## src/wdt_map.svh

```systemverilog
// Purpose: constants for the watchdog timer block
// Assumes: APB byte addresses equal register offsets (all multiples of four)
// Notes:   included by the divider, APB slave and top design files
`ifndef WDT_MAP_SVH
`define WDT_MAP_SVH

`define WDT_OFF_IRQ_EN      12'h0a8
`define WDT_OFF_CONTROL     12'h0d8
`define WDT_OFF_EXT_EN      12'h0e8
`define WDT_OFF_EXT_PRIO    12'h0f8
`define WDT_OFF_CLK_CFG     12'h08c

`define WDT_RST_BYTE        8'h00

`define WDT_BIT_GATE        7
`define WDT_BIT_TIMEOUT_EN  4
`define WDT_BIT_TIMEOUT_PRI 4
`define WDT_BIT_RESTART     0
`define WDT_BIT_RST_EN      1
`define WDT_BIT_RST_FLAG    2
`define WDT_BIT_IRQ_FLAG    3
`define WDT_SEL_HI          7
`define WDT_SEL_LO          6

`define WDT_PRE_RESET_CYC   10'd512
`define WDT_CORE_RST_CYC    4'd8

`define WDT_TAP0            5'd16
`define WDT_TAP1            5'd19
`define WDT_TAP2            5'd22
`define WDT_TAP3            5'd25

`endif

```

## src/wdt_pkg.sv

```systemverilog
// Purpose: shared types of the watchdog timer block
// Assumes: nothing
// Notes:   constants live in wdt_map.svh
package wdt_pkg;

    typedef struct packed {
        logic        psel;
        logic        penable;
        logic        pwrite;
        logic [11:0] paddr;
        logic [31:0] pwdata;
    } wdt_apb_req_type;

    typedef struct packed {
        logic        timeout;
        logic        pre_reset;
    } wdt_event_type;

    typedef enum logic [1:0] {
        WDT_RUN,
        WDT_GRACE,
        WDT_RESET
    } wdt_state_type;

endpackage

```

## src/wdt_divider.sv

```systemverilog
// Purpose: free-running prescaler for the watchdog
// Assumes: single clock, synchronous active-low reset
// Notes:   restart clears the chain so intervals start clean
`include "wdt_map.svh"
`timescale 1ns/1ps
`default_nettype none
module wdt_divider (
    input  wire logic        ref_clk_i,
    input  wire logic        rst_n_i,
    input  wire logic        restart_i,
    input  wire logic [1:0]  interval_select_i,
    output logic             expire_o
);
    logic [25:0] chain_q;
    logic [4:0]  tap;
    logic [26:0] next_count;

    assign tap        = (interval_select_i == 2'd0) ? `WDT_TAP0 :
                        (interval_select_i == 2'd1) ? `WDT_TAP1 :
                        (interval_select_i == 2'd2) ? `WDT_TAP2 : `WDT_TAP3;
    assign next_count = {1'b0, chain_q} + 27'd1;
    // Interval ends when the selected tap bit first becomes set
    assign expire_o   = next_count[tap] && !chain_q[tap];

    always_ff @(posedge ref_clk_i) begin
        if (!rst_n_i || restart_i || expire_o) begin
            chain_q <= 26'h0;
        end else begin
            chain_q <= next_count[25:0];
        end
    end
endmodule
`default_nettype wire

```

## src/wdt_apb_slave.sv

```systemverilog
// Purpose: APB slave front end, zero-wait access
// Assumes: APB3 signalling from one master
// Notes:   produces a one-cycle write strobe
`include "wdt_map.svh"
`timescale 1ns/1ps
`default_nettype none
module wdt_apb_slave (
    input  wire logic                     ref_clk_i,
    input  wire logic                     rst_n_i,
    input  wire wdt_pkg::wdt_apb_req_type req_i,
    input  wire logic [7:0]               rdata_i,
    input  wire logic                     hit_i,
    output logic                          wr_stb_o,
    output logic                          pready_o,
    output logic                          pslverr_o,
    output logic [31:0]                   prdata_o
);
    logic access;

    assign access   = req_i.psel && !req_i.penable;
    assign wr_stb_o = req_i.psel && req_i.penable && req_i.pwrite && pready_o;

    // Registered answer: data captured in setup, ready in access phase
    always_ff @(posedge ref_clk_i) begin
        if (!rst_n_i) begin
            pready_o  <= 1'b0;
            pslverr_o <= 1'b0;
            prdata_o  <= 32'h0;
        end else begin
            pready_o  <= access;
            pslverr_o <= access && !hit_i;
            if (access && !req_i.pwrite) begin
                prdata_o <= {24'h0, rdata_i};
            end else if (!access) begin
                prdata_o <= 32'h0;
            end
        end
    end
endmodule
`default_nettype wire

```

## src/wdt_top.sv

```systemverilog
// Purpose: watchdog timer with interrupt and reset functions
// Assumes: APB registers; timed-access unlock done outside
// Notes:   interrupt priority is exported, not arbitrated here
`include "wdt_map.svh"
`timescale 1ns/1ps
`default_nettype none
module wdt_top (
    input  wire logic        ref_clk_i,
    input  wire logic        rst_n_i,
    input  wire logic        psel_i,
    input  wire logic        penable_i,
    input  wire logic        pwrite_i,
    input  wire logic [11:0] paddr_i,
    input  wire logic [31:0] pwdata_i,
    input  wire logic        access_permit_i,
    output logic             pready_o,
    output logic             pslverr_o,
    output logic [31:0]      prdata_o,
    output logic             timeout_irq_o,
    output logic             timeout_irq_priority_o,
    output logic             core_reset_o
);
    // ------------------------------------------------------------
    // Register storage
    // ------------------------------------------------------------
    logic [7:0] interrupt_enable_q;
    logic [7:0] extended_irq_enable_q;
    logic [7:0] extended_irq_priority_q;
    logic [7:0] clock_config_reg_q;
    logic       timeout_irq_flag_q;
    logic       timeout_reset_flag_q;
    logic       timeout_reset_enable_q;
    logic       restart_request_q;
    logic [9:0] grace_q;
    logic [3:0] hold_q;
    wdt_pkg::wdt_state_type state_q;

    // ------------------------------------------------------------
    // Bus decode
    // ------------------------------------------------------------
    wdt_pkg::wdt_apb_req_type req;
    logic       wr_stb;
    logic [7:0] wbyte;
    logic       hit_gen;
    logic       hit_ctl;
    logic       hit_een;
    logic       hit_epr;
    logic       hit_ckc;
    logic       hit;
    logic [7:0] control_view;
    logic [7:0] rdata;
    logic       wr_ctl;
    logic       wr_ctl_prot;

    assign req     = '{psel: psel_i, penable: penable_i, pwrite: pwrite_i,
                       paddr: paddr_i, pwdata: pwdata_i};
    assign wbyte   = pwdata_i[7:0];
    assign hit_gen = (paddr_i == `WDT_OFF_IRQ_EN);
    assign hit_ctl = (paddr_i == `WDT_OFF_CONTROL);
    assign hit_een = (paddr_i == `WDT_OFF_EXT_EN);
    assign hit_epr = (paddr_i == `WDT_OFF_EXT_PRIO);
    assign hit_ckc = (paddr_i == `WDT_OFF_CLK_CFG);
    assign hit     = hit_gen || hit_ctl || hit_een || hit_epr || hit_ckc;
    assign wr_ctl      = wr_stb && hit_ctl;
    assign wr_ctl_prot = wr_ctl && access_permit_i;

    assign control_view = {4'h0, timeout_irq_flag_q, timeout_reset_flag_q,
                           timeout_reset_enable_q, restart_request_q};

    always_comb begin
        if (hit_gen) begin
            rdata = interrupt_enable_q;
        end else if (hit_ctl) begin
            rdata = control_view;
        end else if (hit_een) begin
            rdata = extended_irq_enable_q;
        end else if (hit_epr) begin
            rdata = extended_irq_priority_q;
        end else if (hit_ckc) begin
            rdata = clock_config_reg_q;
        end else begin
            rdata = 8'h00;
        end
    end

    wdt_apb_slave u_apb (
        .ref_clk_i (ref_clk_i),
        .rst_n_i   (rst_n_i),
        .req_i     (req),
        .rdata_i   (rdata),
        .hit_i     (hit),
        .wr_stb_o  (wr_stb),
        .pready_o  (pready_o),
        .pslverr_o (pslverr_o),
        .prdata_o  (prdata_o)
    );

    // ------------------------------------------------------------
    // Timebase
    // ------------------------------------------------------------
    logic expire;
    logic restart_cnt;
    logic grace_done;
    logic hw_timeout;
    logic fire_reset;

    // Restart bit and the reset recovery both restart the interval
    assign restart_cnt = restart_request_q || (state_q == wdt_pkg::WDT_RESET);

    wdt_divider u_div (
        .ref_clk_i         (ref_clk_i),
        .rst_n_i           (rst_n_i),
        .restart_i         (restart_cnt),
        .interval_select_i (clock_config_reg_q[`WDT_SEL_HI:`WDT_SEL_LO]),
        .expire_o          (expire)
    );

    assign hw_timeout = expire && (state_q == wdt_pkg::WDT_RUN);
    assign grace_done = (state_q == wdt_pkg::WDT_GRACE) &&
                        (grace_q == `WDT_PRE_RESET_CYC - 10'd1);
    // Reset only when enabled; interrupt path is untouched by this
    assign fire_reset = grace_done && timeout_reset_enable_q;

    // ------------------------------------------------------------
    // Timeout sequencing
    // ------------------------------------------------------------
    // Flag comes first, reset follows after the grace window
    always_ff @(posedge ref_clk_i) begin
        if (!rst_n_i) begin
            state_q <= wdt_pkg::WDT_RUN;
            grace_q <= 10'h0;
            hold_q  <= 4'h0;
        end else begin
            case (state_q)
                wdt_pkg::WDT_RUN: begin
                    grace_q <= 10'h0;
                    if (hw_timeout) begin
                        state_q <= wdt_pkg::WDT_GRACE;
                    end
                end
                wdt_pkg::WDT_GRACE: begin
                    grace_q <= grace_q + 10'd1;
                    if (restart_request_q) begin
                        state_q <= wdt_pkg::WDT_RUN;
                    end else if (fire_reset) begin
                        state_q <= wdt_pkg::WDT_RESET;
                        hold_q  <= `WDT_CORE_RST_CYC;
                    end else if (grace_done) begin
                        state_q <= wdt_pkg::WDT_RUN;
                    end
                end
                wdt_pkg::WDT_RESET: begin
                    hold_q <= hold_q - 4'd1;
                    if (hold_q == 4'd1) begin
                        state_q <= wdt_pkg::WDT_RUN;
                    end
                end
                default: begin
                    state_q <= wdt_pkg::WDT_RUN;
                end
            endcase
        end
    end

    // ------------------------------------------------------------
    // Control register
    // ------------------------------------------------------------
    logic flag_set;
    logic flag_clr;
    logic rflag_set;

    // Software write of one sets the flag just as a timeout does
    assign flag_set  = hw_timeout ||
                       (wr_ctl_prot && wbyte[`WDT_BIT_IRQ_FLAG]);
    assign flag_clr  = wr_ctl_prot && !wbyte[`WDT_BIT_IRQ_FLAG];
    // Software set of the reset flag does not trigger a reset
    assign rflag_set = fire_reset ||
                       (wr_ctl_prot && wbyte[`WDT_BIT_RST_FLAG]);

    always_ff @(posedge ref_clk_i) begin
        if (!rst_n_i) begin
            timeout_irq_flag_q     <= 1'b0;
            timeout_reset_flag_q   <= 1'b0;
            timeout_reset_enable_q <= 1'b0;
            restart_request_q      <= 1'b0;
        end else begin
            // Set wins over a clear in the same cycle
            if (flag_set) begin
                timeout_irq_flag_q <= 1'b1;
            end else if (flag_clr) begin
                timeout_irq_flag_q <= 1'b0;
            end
            if (rflag_set) begin
                timeout_reset_flag_q <= 1'b1;
            end else if (wr_ctl_prot) begin
                timeout_reset_flag_q <= 1'b0;
            end
            if (wr_ctl_prot) begin
                timeout_reset_enable_q <= wbyte[`WDT_BIT_RST_EN];
            end
            // One-shot: held one cycle, then cleared by hardware
            restart_request_q <= wr_ctl_prot && wbyte[`WDT_BIT_RESTART];
        end
    end

    // ------------------------------------------------------------
    // Plain enable, priority and clock config registers
    // ------------------------------------------------------------
    always_ff @(posedge ref_clk_i) begin
        if (!rst_n_i) begin
            interrupt_enable_q      <= `WDT_RST_BYTE;
            extended_irq_enable_q   <= `WDT_RST_BYTE;
            extended_irq_priority_q <= `WDT_RST_BYTE;
            clock_config_reg_q      <= `WDT_RST_BYTE;
        end else if (wr_stb) begin
            if (hit_gen) begin
                interrupt_enable_q <= wbyte;
            end else if (hit_een) begin
                extended_irq_enable_q <= {3'h0, wbyte[4:0]};
            end else if (hit_epr) begin
                extended_irq_priority_q <= {3'h0, wbyte[4:0]};
            end else if (hit_ckc) begin
                clock_config_reg_q <= wbyte;
            end
        end
    end

    // ------------------------------------------------------------
    // Outputs
    // ------------------------------------------------------------
    always_ff @(posedge ref_clk_i) begin
        if (!rst_n_i) begin
            timeout_irq_o          <= 1'b0;
            timeout_irq_priority_o <= 1'b0;
            core_reset_o           <= 1'b0;
        end else begin
            // Stays raised until software clears the flag, the gate bit or the timeout enable bit
            timeout_irq_o <= timeout_irq_flag_q &&
                             extended_irq_enable_q[`WDT_BIT_TIMEOUT_EN] &&
                             interrupt_enable_q[`WDT_BIT_GATE];
            timeout_irq_priority_o <= extended_irq_priority_q[`WDT_BIT_TIMEOUT_PRI];
            core_reset_o <= (state_q == wdt_pkg::WDT_RESET);
        end
    end
endmodule
`default_nettype wire

```

## config.mk

```make
export PLATFORM = sky130hd
export DESIGN_NAME = wdt_top
export DESIGN_NICKNAME = d
export VERILOG_FILES = /design/src/wdt_pkg.sv /design/src/wdt_divider.sv /design/src/wdt_apb_slave.sv /design/src/wdt_top.sv
export VERILOG_INCLUDE_DIRS = /design/src
export SDC_FILE = /design/constraint.sdc
export NUM_CORES = 1
export LEC_CHECK = 0
export ABC_CLOCK_PERIOD_IN_PS = 5580
export BUFFER_PORTS_ARGS = -buffer_cell sky130_fd_sc_hd__buf_2
export CORE_MARGIN = 1.5
export CORE_UTILIZATION = 60
export DETAILED_ROUTE_END_ITERATION = 10
export MAX_ROUTING_LAYER = met4
export PLACE_DENSITY_LB_ADDON = 0.12
export SLEW_MARGIN = 5
export SYNTH_ARGS = -nofsm -noshare
export SYNTH_HDL_FRONTEND = slang
export SYNTH_SLANG_ARGS = --single-unit
```

## constraint.sdc

```tcl
create_clock -name ref_clk_i -period 5.58 [get_ports ref_clk_i]
set_clock_uncertainty 0.2 [all_clocks]
set_input_delay 0.279 -clock ref_clk_i [delete_from_list [all_inputs] [get_ports ref_clk_i]]
set_output_delay 0.279 -clock ref_clk_i [all_outputs]
set_load 0.02 [all_outputs]
```

==> impl_metrics.toml <==
[sta]
slew_headroom = 0.272
setup_viol = 0
min_period_over_period = 0.595
tightest_slew_ns = 1.09
rsz0062_at_grt = "no"
fin_crit_ns = 3.32
setup_tns_ns = 0
slew_viol_final = 0
finalHoldViolCount = 0
timing.hold.ws_ns = 0.0202
fmax_ghz = 0.301

[clock_tree]
cts_buffer_depth = 2
numClockSinks = 85
insertion_delay_ns = 0.36
post_cts_buffers = 0
clk_pin_slew_ns = 0.09
cts_root_buf = "clkbuf_8"
cts_tree = "done"
cts_max_level = 3
cts_made_buffers = 9

[global_routing]
grt_pass1_wl_mm = 15.0
track_usage = 0.252
grt_pass1_vias = 3278
antenna_found_initial = 0
grt_max_degree = 41
grt_overflow_total = 0

[hold_path]
holdPathStages = 3
hold_start = "pwdata_i[4]"
hold_path.class = "primary input to flip-flop"
hold_end = "clock_config_reg_q[4]$_SDFFE_PN0P_"

[power_and_ir_drop]
powerDensity_mw_per_mm2 = 233
p_leak_uw = 0.00186
ir_drop_uv = 167

[synth]
yosysWarnings = 0
synth_edf_count = 0
ys_types = 62
async_flop_share = 0
ys_ff_latch = 85
yosysTopAreaCellShare = 0.383
synthTopCellsByArea = "dfxtp_1, mux2i_1, nor4_2"
synth_ff_type = "dfxtp_1"
ys_seq_area_frac = 0.383
synth_area_mm2 = 0.00445
synth-simple-area-share = 0.289
synth_mux_area_frac = 0.0723
syn_area_per_cell_um2 = 9.28
synth_top_family_by_area = "simple AND/OR/NAND/NOR gates"
synth_adder_area_share = 0.0197
synth_xor_area_frac = 0.0591
yosysTopAreaCell = "dfxtp_1"
synth-compound-area-share = 0.0929
syn_inst = 479

[route]
ant_nets = 0
wire_per_inst_um = 15.1
drt_iter0_drc = 170
vias = 3442
drt_pass1_iterations = 4
postRouteWirelength_mm = 9.21
drc = 0
viasPerCell = 5.64

[critical_path]
arrival_ns = 3.42
r2r_start = "u_div.chain_q[2]$_SDFF_PP0_"
critPathCaptureType = "flip-flop"
rr_endpoint = "timeout_irq_flag_q$_SDFFE_PN0P_"
cp-start-kind = "flip-flop"
regToRegSetupSlack_ns = 2.26
reg2regPathDepth = 6
crit_required_ns = 5.67
critPathKind = "flip-flop to flip-flop"
worst-path-max-fanout = 28

[floorplanning]
dieArea_mm2 = 0.00793
start_util = 0.616
die_w_um = 89.1
dieHeight_um = 89.1
io_pins = 87
coreArea_mm2 = 0.00721
fp-row-count = 31

[outcome]
status = "completed"

[finish]
layout_commonest_cell = "dfxtp_1"
diodes = 0
drive_above_1_share = 0.172
finalInstanceArea_mm2 = 0.00479
finalNonFillerCells = 610
area_delta_synth_final_pct = 7.66
num-nets-final = 563
fin_util = 0.663
final_cell_mix = "dfxtp_1, nor2_1, buf_2"

[place]
routabilityCongestion = 0.908
dpl_cell_area_mm2 = 0.00455
port-buffer-count = 38
dp_cells = 591
hpwl_mm = 6.44

[flow_run]
cap_violations = 0
## worst max-delay path: stages, from the launching register on
cell      delay [ns]
dfxtp_1         0.41
and4_1          0.51
nand4_4         0.24
or4_1           0.54
a31o_1          0.26
o221ai_4        0.83
o211a_1         0.27
## report_power, final
| part | internal, uW | switching (uW) |
|---|---|---|
| clock network | 219 | 222 |
| logic | 17.6 | 43.6 |
| registers | 609 | 2.09 |
## what timing repair did
action | CTS | global route
endpoints found under the hold margin | 6 | 0
resized for setup | 0 | 0
hold buffers | 3 | 0
## final cells by class
type                    count  area, um2
multi-input cells         352       2460
clock buffers              11        141
flip-flops and latches     85       1700
inverters                  14       52.6
fillers                   633       2430
clock inverters             5       60.1
well taps                  99        124
repair buffers             44        243
## cells in the mapped netlist, drive strengths merged (3+ instances only)
| master | count |
|---|---|
| xor2 | 14 |
| mux2i | 31 |
| nor3 | 19 |
| a21oi | 7 |
| nor2b | 8 |
| and4 | 6 |
| a221oi | 10 |
| nand4 | 11 |
| nand3 | 17 |
| nand2b | 5 |
| inv | 14 |
| and2 | 5 |
| o21ai | 12 |
| ha | 7 |
| xnor2 | 16 |
| nor4 | 33 |
| dfxtp | 85 |
| nor2 | 62 |
| and3 | 4 |
| clkbuf | 14 |
| nand3b | 4 |
| nand2 | 21 |
| buf | 37 |
| or4 | 3 |
## flip-flops by register name, indices dropped and copies added, names as in the netlist
signal and flops:
u_apb.pready_o 1, u_apb.pslverr_o 1, timeout_reset_flag_q 1, grace_q 10, timeout_irq_o 1, timeout_irq_priority_o 1, timeout_reset_enable_q 1, extended_irq_priority_q 5
interrupt_enable_q 8, clock_config_reg_q 8, u_apb.prdata_o 8, extended_irq_enable_q 5, restart_request_q 1, timeout_irq_flag_q 1, core_reset_o 1, state_q 2
hold_q 4, u_div.chain_q 26
## stage by stage
step,total power [uW],worst slack (ns)
after floorplan,678,3.11
after CTS,1120,2.26
after detailed placement,685,2.27
after global routing,1160,2.10
final,1110,2.26
after global placement,683,2.31
## worst max-delay path by stage
stage	slack [ns]	end	start	cells past startpoint
final	2.26	timeout_irq_flag_q$_SDFFE_PN0P_	u_div.chain_q[2]$_SDFF_PP0_	6
after global placement	2.31	timeout_irq_flag_q$_SDFFE_PN0P_	u_div.chain_q[2]$_SDFF_PP0_	6
after detailed placement	2.27	timeout_irq_flag_q$_SDFFE_PN0P_	u_div.chain_q[2]$_SDFF_PP0_	6
after floorplan	3.11	timeout_irq_flag_q$_SDFFE_PN0P_	paddr_i[9]	8
after CTS	2.26	timeout_irq_flag_q$_SDFFE_PN0P_	u_div.chain_q[2]$_SDFF_PP0_	6
after global routing	2.10	timeout_irq_flag_q$_SDFFE_PN0P_	u_div.chain_q[2]$_SDFF_PP0_	6
## metal layers
metal  track usage  wire [um]  vias up  share of wire
met2         0.439       4730       50           0.51
met4        0.0839        153        0          0.017
met5             -          0        -              0
li1              -          -     1717              -
met1         0.285       4050     1660           0.44
met3        0.0600        270       15          0.029
## cell families (layout without fill, tap and decap cells)
| family | after synthesis | count (layout) |
|---|---|---|
| AO/OA/AOI/OAI | 52 | 52 |
| flip-flops | 85 | 85 |
| other | 1 | 24 |
| AND/OR/NAND/NOR | 207 | 207 |
| buffers and inverters | 65 | 74 |
| multiplexers | 32 | 32 |
| adder cells (fa/ha/maj) | 7 | 7 |
| XOR/XNOR | 30 | 30 |
Note: power is estimated with default switching activity, not from simulation.
